[src/led_xover_pkg.sv]
// Purpose: Shared constants and types for the indicator and crossover register bank
// Assumes: 50 MHz oscillator clock, 5-bit management register address
// Notes:   Register offsets, field positions, reset values and timing counts
package led_xover_pkg;

	// ----------------------------------------
	// Register offsets
	// ----------------------------------------
	localparam logic [4:0] INDICATOR_SELECT_ADDR  = 5'h17;
	localparam logic [4:0] CROSSOVER_CONTROL_ADDR = 5'h18;
	localparam int         REG_W                  = 16;

	// ----------------------------------------
	// Field positions
	// ----------------------------------------
	localparam int SECOND_SEL_LSB = 4;
	localparam int FIRST_SEL_LSB  = 0;
	localparam int SEL_W          = 4;
	localparam int PD_BIT         = 7;
	localparam int AUTO_BIT       = 6;
	localparam int PAIR_BIT       = 5;
	localparam int DONE_BIT       = 4;
	localparam int SEED_LSB       = 0;
	localparam int SEED_W         = 4;

	// ----------------------------------------
	// Reset values
	// ----------------------------------------
	localparam logic [3:0]  SECOND_SEL_RESET = 4'h1;
	localparam logic [3:0]  FIRST_SEL_RESET  = 4'h0;
	localparam logic        PD_RESET         = 1'b1;
	localparam logic        AUTO_RESET       = 1'b1;
	localparam logic        PAIR_RESET       = 1'b0;
	localparam logic [3:0]  SEED_RESET       = 4'h0;
	localparam logic [3:0]  DEFAULT_SEED     = 4'h5;
	localparam logic [15:0] READ_ZERO        = 16'h0000;

	// ----------------------------------------
	// Indicator selector codes
	// ----------------------------------------
	typedef enum logic [3:0] {
		IND_LINK      = 4'h0,
		IND_ACTIVITY  = 4'h1,
		IND_TX        = 4'h2,
		IND_RX        = 4'h3,
		IND_COLLISION = 4'h4,
		IND_SPEED_100 = 4'h5,
		IND_SPEED_10  = 4'h6,
		IND_FULL_DPLX = 4'h7,
		IND_LINK_BLINK = 4'h8
	} ind_sel_t;

	// ----------------------------------------
	// Crossover states
	// ----------------------------------------
	typedef enum logic [1:0] {
		XS_OFF    = 2'b10,
		XS_WAIT   = 2'b00,
		XS_TRY    = 2'b01,
		XS_LINKED = 2'b11
	} xover_state_t;

	// ----------------------------------------
	// Timing
	// ----------------------------------------
	localparam int CLK_FREQ_HZ       = 50_000_000;
	localparam int BLINK_HALF_MS     = 50;
	localparam int BLINK_HALF_CYCLES = CLK_FREQ_HZ / 1000 * BLINK_HALF_MS;
	localparam int ATTEMPT_MS        = 64;
	localparam int ATTEMPT_CYCLES    = CLK_FREQ_HZ / 1000 * ATTEMPT_MS;
	localparam int RESET_MIN_CYCLES  = 30;
	localparam int TIMER_W           = 22;

endpackage

[src/led_xover_regs.sv]
// Contract
// - The second indicator has a 4-bit read/write selector defaulting to 1h, any activity.
// - The first indicator has a 4-bit read/write selector defaulting to 0h, link OK.
// - Selector codes 0 to 7 pick link, activity, transmit, receive, collision, 100M, 10M and full duplex.
// - Selector code 8 lights steadily on link and blinks on receive or transmit activity.
// - A read/write parallel-detect bit, default 1, lets crossover run with local negotiation off.
// - A read/write auto-switch bit, default 1, turns automatic crossover on.
// - The pair bit, default 0, reads 1 for crossed pairs and 0 for straight pairs.
// - With auto-switch on the pair bit is read-only and shows the chosen configuration.
// - With auto-switch off a write to the pair bit forces that configuration.
// - The completion bit reads 1 once switching has settled, else 0, and 0 with auto-switch off.
// - A 4-bit read/write seed gives the starting pattern of the switching sequence.
// - A seed of zero is replaced by the internal seed 0101.
//
// Purpose: Indicator select and crossover control registers with their logic
// Assumes: Serial management engine presents decoded register reads and writes
// Notes:   Read data appears one cycle after the read strobe
`timescale 1ns/10ps
module led_xover_regs #(
	parameter int BLINK_HALF_CYCLES_P = led_xover_pkg::BLINK_HALF_CYCLES,
	parameter int ATTEMPT_CYCLES_P    = led_xover_pkg::ATTEMPT_CYCLES
) (
	input  wire logic                            clk_in,
	input  wire logic                            reset_n_in,
	input  wire logic [4:0]                      reg_addr_in,
	input  wire logic                            reg_wr_in,
	input  wire logic                            reg_rd_in,
	input  wire logic [led_xover_pkg::REG_W-1:0] reg_wdata_in,
	output logic      [led_xover_pkg::REG_W-1:0] reg_rdata_out,
	output logic                                 reg_rvalid_out,
	input  wire logic                            link_ok_in,
	input  wire logic                            tx_activity_in,
	input  wire logic                            rx_activity_in,
	input  wire logic                            collision_in,
	input  wire logic                            speed_100_in,
	input  wire logic                            full_duplex_in,
	input  wire logic                            local_aneg_enable_in,
	input  wire logic                            partner_aneg_in,
	output logic                                 first_indicator_out,
	output logic                                 second_indicator_out,
	output logic                                 pair_crossed_out
);
	import led_xover_pkg::*;

	// ----------------------------------------
	// Register state
	// ----------------------------------------
	logic [SEL_W-1:0]  first_indicator_select;
	logic [SEL_W-1:0]  second_indicator_select;
	logic              parallel_detect_assist;
	logic              crossover_auto_enable;
	logic              pair_crossed_state;
	logic [SEED_W-1:0] crossover_seed;
	logic [SEL_W-1:0]  next_first_indicator_select;
	logic [SEL_W-1:0]  next_second_indicator_select;
	logic              next_parallel_detect_assist;
	logic              next_crossover_auto_enable;
	logic [SEED_W-1:0] next_crossover_seed;
	logic [REG_W-1:0]  rdata;
	logic [REG_W-1:0]  next_rdata;
	logic              rvalid;
	logic              crossover_sequence_done;
	logic              wr_indicator;
	logic              wr_crossover;

	assign wr_indicator = reg_wr_in && (reg_addr_in == INDICATOR_SELECT_ADDR);
	assign wr_crossover = reg_wr_in && (reg_addr_in == CROSSOVER_CONTROL_ADDR);

	always_comb begin
		next_first_indicator_select  = first_indicator_select;
		next_second_indicator_select = second_indicator_select;
		next_parallel_detect_assist  = parallel_detect_assist;
		next_crossover_auto_enable   = crossover_auto_enable;
		next_crossover_seed          = crossover_seed;
		// Upper byte of the indicator register is not stored
		if (wr_indicator) begin
			next_second_indicator_select = reg_wdata_in[SECOND_SEL_LSB +: SEL_W];
			next_first_indicator_select  = reg_wdata_in[FIRST_SEL_LSB +: SEL_W];
		end
		if (wr_crossover) begin
			next_parallel_detect_assist = reg_wdata_in[PD_BIT];
			next_crossover_auto_enable  = reg_wdata_in[AUTO_BIT];
			next_crossover_seed         = reg_wdata_in[SEED_LSB +: SEED_W];
		end
		next_rdata = READ_ZERO;
		if (reg_addr_in == INDICATOR_SELECT_ADDR) begin
			next_rdata[SECOND_SEL_LSB +: SEL_W] = second_indicator_select;
			next_rdata[FIRST_SEL_LSB +: SEL_W]  = first_indicator_select;
		end else if (reg_addr_in == CROSSOVER_CONTROL_ADDR) begin
			next_rdata[PD_BIT]                = parallel_detect_assist;
			next_rdata[AUTO_BIT]              = crossover_auto_enable;
			next_rdata[PAIR_BIT]              = pair_crossed_state;
			next_rdata[DONE_BIT]              = crossover_sequence_done;
			next_rdata[SEED_LSB +: SEED_W]    = crossover_seed;
		end
		if (!reg_rd_in) begin
			next_rdata = rdata;
		end
	end

	always_ff @(posedge clk_in or negedge reset_n_in) begin
		if (!reset_n_in) begin
			first_indicator_select  <= FIRST_SEL_RESET;
			second_indicator_select <= SECOND_SEL_RESET;
			parallel_detect_assist  <= PD_RESET;
			crossover_auto_enable   <= AUTO_RESET;
			crossover_seed          <= SEED_RESET;
			rdata                   <= READ_ZERO;
			rvalid                  <= 1'b0;
		end else begin
			first_indicator_select  <= next_first_indicator_select;
			second_indicator_select <= next_second_indicator_select;
			parallel_detect_assist  <= next_parallel_detect_assist;
			crossover_auto_enable   <= next_crossover_auto_enable;
			crossover_seed          <= next_crossover_seed;
			rdata                   <= next_rdata;
			rvalid                  <= reg_rd_in;
		end
	end

	assign reg_rdata_out  = rdata;
	assign reg_rvalid_out = rvalid;

	// ----------------------------------------
	// Blink timer and activity stretch
	// ----------------------------------------
	logic [TIMER_W-1:0] blink_cnt;
	logic [TIMER_W-1:0] next_blink_cnt;
	logic               blink_phase;
	logic               next_blink_phase;
	logic               blink_tick;
	logic               tx_hold;
	logic               rx_hold;
	logic               next_tx_hold;
	logic               next_rx_hold;

	assign blink_tick = (blink_cnt == TIMER_W'(BLINK_HALF_CYCLES_P - 1));

	always_comb begin
		next_blink_cnt   = blink_tick ? '0 : blink_cnt + TIMER_W'(1);
		next_blink_phase = blink_tick ? ~blink_phase : blink_phase;
		// Activity sets the hold; a tick clears it unless activity is present
		next_tx_hold     = tx_activity_in | (tx_hold & ~blink_tick);
		next_rx_hold     = rx_activity_in | (rx_hold & ~blink_tick);
	end

	always_ff @(posedge clk_in or negedge reset_n_in) begin
		if (!reset_n_in) begin
			blink_cnt   <= '0;
			blink_phase <= 1'b0;
			tx_hold     <= 1'b0;
			rx_hold     <= 1'b0;
		end else begin
			blink_cnt   <= next_blink_cnt;
			blink_phase <= next_blink_phase;
			tx_hold     <= next_tx_hold;
			rx_hold     <= next_rx_hold;
		end
	end

	// ----------------------------------------
	// Indicator outputs
	// ----------------------------------------
	indicator_mux first_mux (
		.clk_in         (clk_in),
		.reset_n_in     (reset_n_in),
		.sel_in         (first_indicator_select),
		.link_ok_in     (link_ok_in),
		.tx_hold_in     (tx_hold),
		.rx_hold_in     (rx_hold),
		.collision_in   (collision_in),
		.speed_100_in   (speed_100_in),
		.full_duplex_in (full_duplex_in),
		.blink_phase_in (blink_phase),
		.led_out        (first_indicator_out)
	);

	indicator_mux second_mux (
		.clk_in         (clk_in),
		.reset_n_in     (reset_n_in),
		.sel_in         (second_indicator_select),
		.link_ok_in     (link_ok_in),
		.tx_hold_in     (tx_hold),
		.rx_hold_in     (rx_hold),
		.collision_in   (collision_in),
		.speed_100_in   (speed_100_in),
		.full_duplex_in (full_duplex_in),
		.blink_phase_in (blink_phase),
		.led_out        (second_indicator_out)
	);

	// ----------------------------------------
	// Crossover switching
	// ----------------------------------------
	xover_state_t       state;
	xover_state_t       next_state;
	logic [TIMER_W-1:0] slot_cnt;
	logic [TIMER_W-1:0] next_slot_cnt;
	logic [SEED_W-1:0]  lfsr;
	logic [SEED_W-1:0]  next_lfsr;
	logic               next_pair_crossed_state;
	logic               switch_active;
	logic               slot_end;

	// Negotiation off locally but on at the partner needs parallel detect
	assign switch_active = crossover_auto_enable &&
		(local_aneg_enable_in || !partner_aneg_in || parallel_detect_assist);
	assign slot_end = (slot_cnt == TIMER_W'(ATTEMPT_CYCLES_P - 1));
	assign crossover_sequence_done = crossover_auto_enable && (state == XS_LINKED);

	always_comb begin
		next_state              = state;
		next_slot_cnt           = slot_cnt;
		next_lfsr               = lfsr;
		next_pair_crossed_state = pair_crossed_state;
		if (!crossover_auto_enable && wr_crossover) begin
			next_pair_crossed_state = reg_wdata_in[PAIR_BIT];
		end
		case (state)
			XS_OFF: begin
				if (switch_active) begin
					next_state    = XS_WAIT;
					next_slot_cnt = '0;
					next_lfsr     = (crossover_seed == SEED_RESET) ? DEFAULT_SEED : crossover_seed;
				end
			end
			XS_WAIT: begin
				if (!switch_active) begin
					next_state = XS_OFF;
				end else if (link_ok_in) begin
					next_state = XS_LINKED;
				end else if (slot_end) begin
					next_state    = XS_TRY;
					next_slot_cnt = '0;
				end else begin
					next_slot_cnt = slot_cnt + TIMER_W'(1);
				end
			end
			XS_TRY: begin
				// Seed pattern decides whether this attempt swaps the pairs
				next_pair_crossed_state = pair_crossed_state ^ lfsr[SEED_W-1];
				next_lfsr               = {lfsr[SEED_W-2:0], lfsr[SEED_W-1] ^ lfsr[SEED_W-2]};
				next_state              = switch_active ? XS_WAIT : XS_OFF;
			end
			XS_LINKED: begin
				if (!switch_active) begin
					next_state = XS_OFF;
				end else if (!link_ok_in) begin
					next_state    = XS_WAIT;
					next_slot_cnt = '0;
				end
			end
			default: next_state = XS_OFF;
		endcase
	end

	always_ff @(posedge clk_in or negedge reset_n_in) begin
		if (!reset_n_in) begin
			state              <= XS_OFF;
			slot_cnt           <= '0;
			lfsr               <= DEFAULT_SEED;
			pair_crossed_state <= PAIR_RESET;
		end else begin
			state              <= next_state;
			slot_cnt           <= next_slot_cnt;
			lfsr               <= next_lfsr;
			pair_crossed_state <= next_pair_crossed_state;
		end
	end

	assign pair_crossed_out = pair_crossed_state;
endmodule

[src/indicator_mux.sv]
// Purpose: Drives one indicator output from its selector code
// Assumes: Status inputs synchronous to clk_in, activity already stretched
// Notes:   Codes above the link-with-blink code leave the indicator dark
`timescale 1ns/10ps
module indicator_mux (
	input  wire logic                            clk_in,
	input  wire logic                            reset_n_in,
	input  wire logic [led_xover_pkg::SEL_W-1:0] sel_in,
	input  wire logic                            link_ok_in,
	input  wire logic                            tx_hold_in,
	input  wire logic                            rx_hold_in,
	input  wire logic                            collision_in,
	input  wire logic                            speed_100_in,
	input  wire logic                            full_duplex_in,
	input  wire logic                            blink_phase_in,
	output logic                                 led_out
);
	import led_xover_pkg::*;

	logic next_led;
	logic led;

	// ----------------------------------------
	// Selector decode
	// ----------------------------------------
	always_comb begin
		case (sel_in)
			IND_LINK:       next_led = link_ok_in;
			IND_ACTIVITY:   next_led = tx_hold_in | rx_hold_in;
			IND_TX:         next_led = tx_hold_in;
			IND_RX:         next_led = rx_hold_in;
			IND_COLLISION:  next_led = collision_in;
			IND_SPEED_100:  next_led = speed_100_in;
			IND_SPEED_10:   next_led = ~speed_100_in;
			IND_FULL_DPLX:  next_led = full_duplex_in;
			IND_LINK_BLINK: next_led = link_ok_in & ~((tx_hold_in | rx_hold_in) & blink_phase_in);
			default:        next_led = 1'b0;
		endcase
	end

	always_ff @(posedge clk_in or negedge reset_n_in) begin
		if (!reset_n_in) begin
			led <= 1'b0;
		end else begin
			led <= next_led;
		end
	end

	assign led_out = led;

endmodule

[config.mk]
export PLATFORM = sky130hd
export DESIGN_NAME = led_xover_regs
export DESIGN_NICKNAME = d
export VERILOG_FILES = /design/src/led_xover_pkg.sv /design/src/led_xover_regs.sv /design/src/indicator_mux.sv
export SDC_FILE = /design/constraint.sdc
export NUM_CORES = 1
export LEC_CHECK = 0
export BUFFER_PORTS_ARGS = -buffer_cell sky130_fd_sc_hd__buf_2
export CORE_MARGIN = 3
export CORE_UTILIZATION = 55
export DETAILED_ROUTE_END_ITERATION = 12
export PLACE_DENSITY = 0.77
export SYNTH_ARGS = -nofsm -noshare
export SYNTH_HDL_FRONTEND = slang
export SYNTH_SLANG_ARGS = --single-unit
[constraint.sdc]
create_clock -name clk_in -period 5.2 [get_ports clk_in]
set_input_delay 0.26 -clock clk_in [delete_from_list [all_inputs] [get_ports clk_in]]
set_output_delay 0.26 -clock clk_in [all_outputs]
set_load 0.02 [all_outputs]
# --- Word level (Yosys, flattened, before mapping) ---
# Index checks and enable logic that the tools add are counted.
totals:
  regBits: 79
  in_bits: 33
  output_inout_bits: 20
  wordCells: 106
op_classes:
  addsub: 2
  n_eq_ne: 30
  muxes: 25
  bitwise_logic: 13
  n_reduce_logical: 19
op_table:
  columns: ["cell", "n"]
  rows:
  - ["22-bit two-way mux", 7]
  - ["22-bit case mux with 3 select lines", 1]
  - ["22-bit by 1-bit adder with 22-bit output (second input constant)", 2]
  - ["22-bit equality test (second input constant)", 2]
  - ["4-bit by 3-bit equality test with 1-bit output (second input constant)", 8]
  - ["1-bit case mux with 9 select lines", 2]
  - ["4-bit by 2-bit equality test with 1-bit output (second input constant)", 4]
  - ["8-bit two-way mux", 2]
  - ["2-bit two-way mux", 7]
  - ["4-bit zero test", 3]
  - ["5-bit equality test (second input constant)", 2]
  - ["2-bit inequality test (second input constant)", 5]
  - ["4-bit by 1-bit equality test with 1-bit output (second input constant)", 2]
  - ["4-bit equality test (second input constant)", 2]
  - ["4-bit two-way mux", 2]
  - ["2-bit case mux with 4 select lines", 1]
  - ["4-bit case mux with 2 select lines", 1]
  - ["6-bit AND reduction", 1]
  - ["1-bit logical AND", 5]
  - ["1-bit bitwise AND", 4]
  - ["2-bit equality test (second input constant)", 2]
  - ["4-bit inequality test (second input constant)", 1]
  - ["1-bit NOT", 4]
  - ["2-bit nonzero test", 2]
  - ["other kinds (11)", 17]

# --- Logic depth before layout (Yosys ltp) ---
logic_depth:
  ltp_word: 6
  mapped_depth: 8
  depth_no_buf: 6

# --- Modules after synthesis ---
# A second synthesis with hierarchy kept.
hier_totals:
  hier_cells: 408
  area_unflattened_um2: 4083.9
modules_own_cells:
  columns: ["mod", "instances", "cells_each", "area_per_inst_um2", "seq_area_each_um2"]
  rows:
  - ["led_xover_regs", 1, 376, 3836.2, 1934.4]
  - ["indicator_mux", 2, 16, 123.9, 25.0]

# --- Worst setup path before layout ---
# OpenSTA, ideal clock, no wires.
synth_path:
  kind: "register to register"
  start: "register state[1]"
  end: "register slot_cnt[17]"
  setup_ps: 78
  arrival_time_ps: 1968
  required_time_ps: 5122
  path_slack_ps: 3155
  path_stages_with_launch: 7
  path_buffers: 1
  synth_period_minus_slack_ps: 2045
  path_cell_list: "dfstp_2 inv_2 maj3_2 or4_1 buf_2 or3_1 a21oi_1"
synth_between:
  elab_chain_len: 3
  elab_cells_between_ends: 11
  cone_classes: "7 x eq/ne; 1 x mux; 3 x reduce/logical"
synth_rtl:
  columns: ["element", "line_no", "source"]
  rows:
  - ["start: declaration", "led_xover_regs.sv:195", "xover_state_t state;"]
  - ["start signal: assignment", "led_xover_regs.sv:264", "state <= next_state;"]
  - ["2-bit equality test or 2-bit zero test (tied branches)", "led_xover_regs.sv:219", "case (state)"]
  - ["2-bit inequality test (no source line) or 3-bit nonzero test (tied branches)", null, null]
  - ["6-bit AND reduction (no source line)", null, null]
  - ["end signal: assignment", "led_xover_regs.sv:265", "slot_cnt <= next_slot_cnt;"]
  - ["end: declaration", "led_xover_regs.sv:197", "logic [TIMER_W-1:0] slot_cnt;"]
# Parallel ways exist; a longest one is shown, timed or not.
# A chain may end at the register's enable or synchronous reset.

# --- Worst setup path after layout ---
# Ends and elaborated chain as after synthesis.

==> metrics.csv <==
metric;value;unit
run_status;complete, no violations;
grt_usage;21.2;%
grt_first_pass_wirelength;14200;um
holdWs;0.0458;ns
crit_type;reg -> reg;
tritoncts;built;
setup.worst_path.end_class;register;
maxCapViolCount;0;
numPlacedInstances;518;
worstMarginPinSlew;1.24;ns
cts.path.max_buffers;2;
synth_top_cell_by_area;dfrtp_1;
wl_per_cell;15.7;um
fillers;565;
rows;30;
path_cells;inv_2, maj3_2, or4_1, or3_1, a21oi_1;
core-area;6940;sq um
skew;0.00873;ns
synth-async-reset-ratio;100;%
synth_cell_types;53;
overflow;0;
critPathRequiredTime;5.48;ns
yosys-top-cells-area;dfrtp_1, dfstp_2, mux2_2;
m1WireLength;3700;um
htreeDepth;3;
fin_cells;534;
gp_congestion;0.808;
nets;468;
place_area;4220;sq um
finalCritPeriodShare;44.7;%
peakVddDrop;132;uV
synth_cells;403;
fmax;0.431;GHz
hold_viol;0;
die_h;91.4;um
diodes;0;
drt_iter0_markers;140;
min_path_type;in -> async;
wl_met3;413;um
synth_top_cell_area_share;45.5;%
post-route-min-period;2.32;ns
cp-start-kind;register;
drtPass1Iterations;4;
syn_area_per_cell;9.96;sq um
met2_length;4180;um
vias_per_cell;5.91;
clock-root-buffer;clkbuf_8;
crit_slowest_cell;dfstp_2;
tns;0;ns
relSlewSlack;15.9;%
area_growth;10.3;%
ctsResizeCount;0;
grt_start_max_net_pins;80;
cts_buffers;9;
ys_seq_area_share;49.4;%
drc;0;
synth-edff-count;0;
antenna_found_initial;0;
io_pins;53;
clock_sinks;79;
yosys_warnings;0;
synth_area;4010;sq um
slew_viol_final;0;
worst_ep_arrival_time;2.60;ns
chipWidth;91.4;um
setup_violations;0;
ys_seq_elements;79;
drive_above_1_share;18.7;%
p_total;1470;uW
rsz0062_at_grt;no;
numPortBuffers;36;
dpl.hpwl;5790;um
clock_latency;0.36;ns
leakage;0.00188;uW
grt_pass1_vias;3025;
postCtsHoldBufs;0;
layout_common_cells;dfrtp_1, nor2_1, buf_2;
cellPowerDensity;331;nW/um^2
die_area;8360;sq um
routed.top_layer;met4;
ys.flop_type;dfrtp_1;
ant_nets;0;
start_util;57.8;%
final_area;4430;sq um
critPathMaxFanout;13;
via_count;3158;
final_common_cell;dfrtp_1;
finalWirelength;8400;um
max_stage_delay;0.68;ns
clkTransAtPathRegs;0.09;ns
post_cts_buffers;0;
## metal layers
layer  vias to the layer above  global-route usage (%)
met5                         -                       0
met4                         0                    6.03
met3                        13                    5.97
met2                        84                    34.4
met1                      1556                    27.8
li1                       1505                       -
## kinds of logic after synthesis
group / Yosys count / share of synthesized area (%)
compound gates: 70 / 11.0
flops: 79 / 49.4
buf+inv: 36 / 4.21
fa+ha+maj: 3 / 0.904
mux: 25 / 6.98
other cells: 1 / 0.0934
xor+xnor: 27 / 5.89
simple gates: 162 / 21.4
## through the flow
step                      setup WS (ns)  util, %
after floorplan                    3.15        -
after global placement             2.76     60.8
after detailed placement           2.75     60.8
after CTS                          2.87     63.8
after global routing               2.76     63.8
final                              2.88     63.8
## registers in the layout (all words and copies together) (netlist names)
signal	cells
second_mux.led_out	1
pair_crossed_out	1
rx_hold	1
tx_hold	1
state	2
crossover_auto_enable	1
blink_cnt	22
reg_rvalid_out	1
crossover_seed	4
reg_rdata_out	8
first_mux.led_out	1
second_indicator_select	4
slot_cnt	22
parallel_detect_assist	1
first_indicator_select	4
lfsr	4
blink_phase	1
## report_power, final
part / internal, uW / switching, uW / total [uW]
Sequential: 687 / 73.7 / 760
Clock: 227 / 240 / 468
Combinational: 103 / 134 / 238
Total: 1020 / 448 / 1470
## cell usage after synthesis (all sizes together) (2+ instances only)
cell and instances:
a211oi 4, a21o 3, a21oi 20, a22oi 7, a31oi 4, and2 4
and3 3, and4 5, buf 12, clkbuf 13, dfrtp 73, dfstp 6
ha 2, inv 11, mux2 14, mux2i 10, nand2 30, nand2b 2
nand3 23, nand4 11, nor2 40, nor2b 6, nor3 9, nor4 8
nor4b 3, nor4bb 3, o211ai 2, o21a 2, o21ai 14, o22ai 3
o31ai 5, or2 2, or3 4, or4 7, xnor2 14, xor2 13
## worst max-delay path: cells and delay by family (launching register included)
| family | cells | cell delay, ns |
|---|---|---|
| simple gates | 2 | 1.01 |
| flops | 1 | 0.68 |
| buf+inv | 1 | 0.05 |
| fa+ha+maj | 1 | 0.37 |
| compound gates | 1 | 0.15 |
## layout make-up
cell class                 count  area (sq um)  share of cell area, %
sequential                    79          1980                   44.8
multi-input combinational    295          1890                   42.6
timing repair buffer          37           190                   4.29
clock buffer                   9           124                   2.80
tap                           96           120                   2.71
clock inverter                 7          81.3                   1.84
inverter                      11          41.3                  0.932
## path summary, 6_finish.rpt
kind | from | end | slack, ns | depth (start not counted)
max | state[1] | slot_cnt[17] | 2.88 | 5
min reg2reg | blink_cnt[21] | blink_cnt[21] | 0.49 | 1
min | reset_n_in | lfsr[3] | 0.05 | 1
max reg2reg | state[1] | slot_cnt[17] | 2.88 | 5
min in group clk_in | tx_activity_in | tx_hold | 0.08 | 2
max in group asynchronous | reset_n_in | slot_cnt[4] | 4.52 | 1
Power figures use the tool's default switching activity.
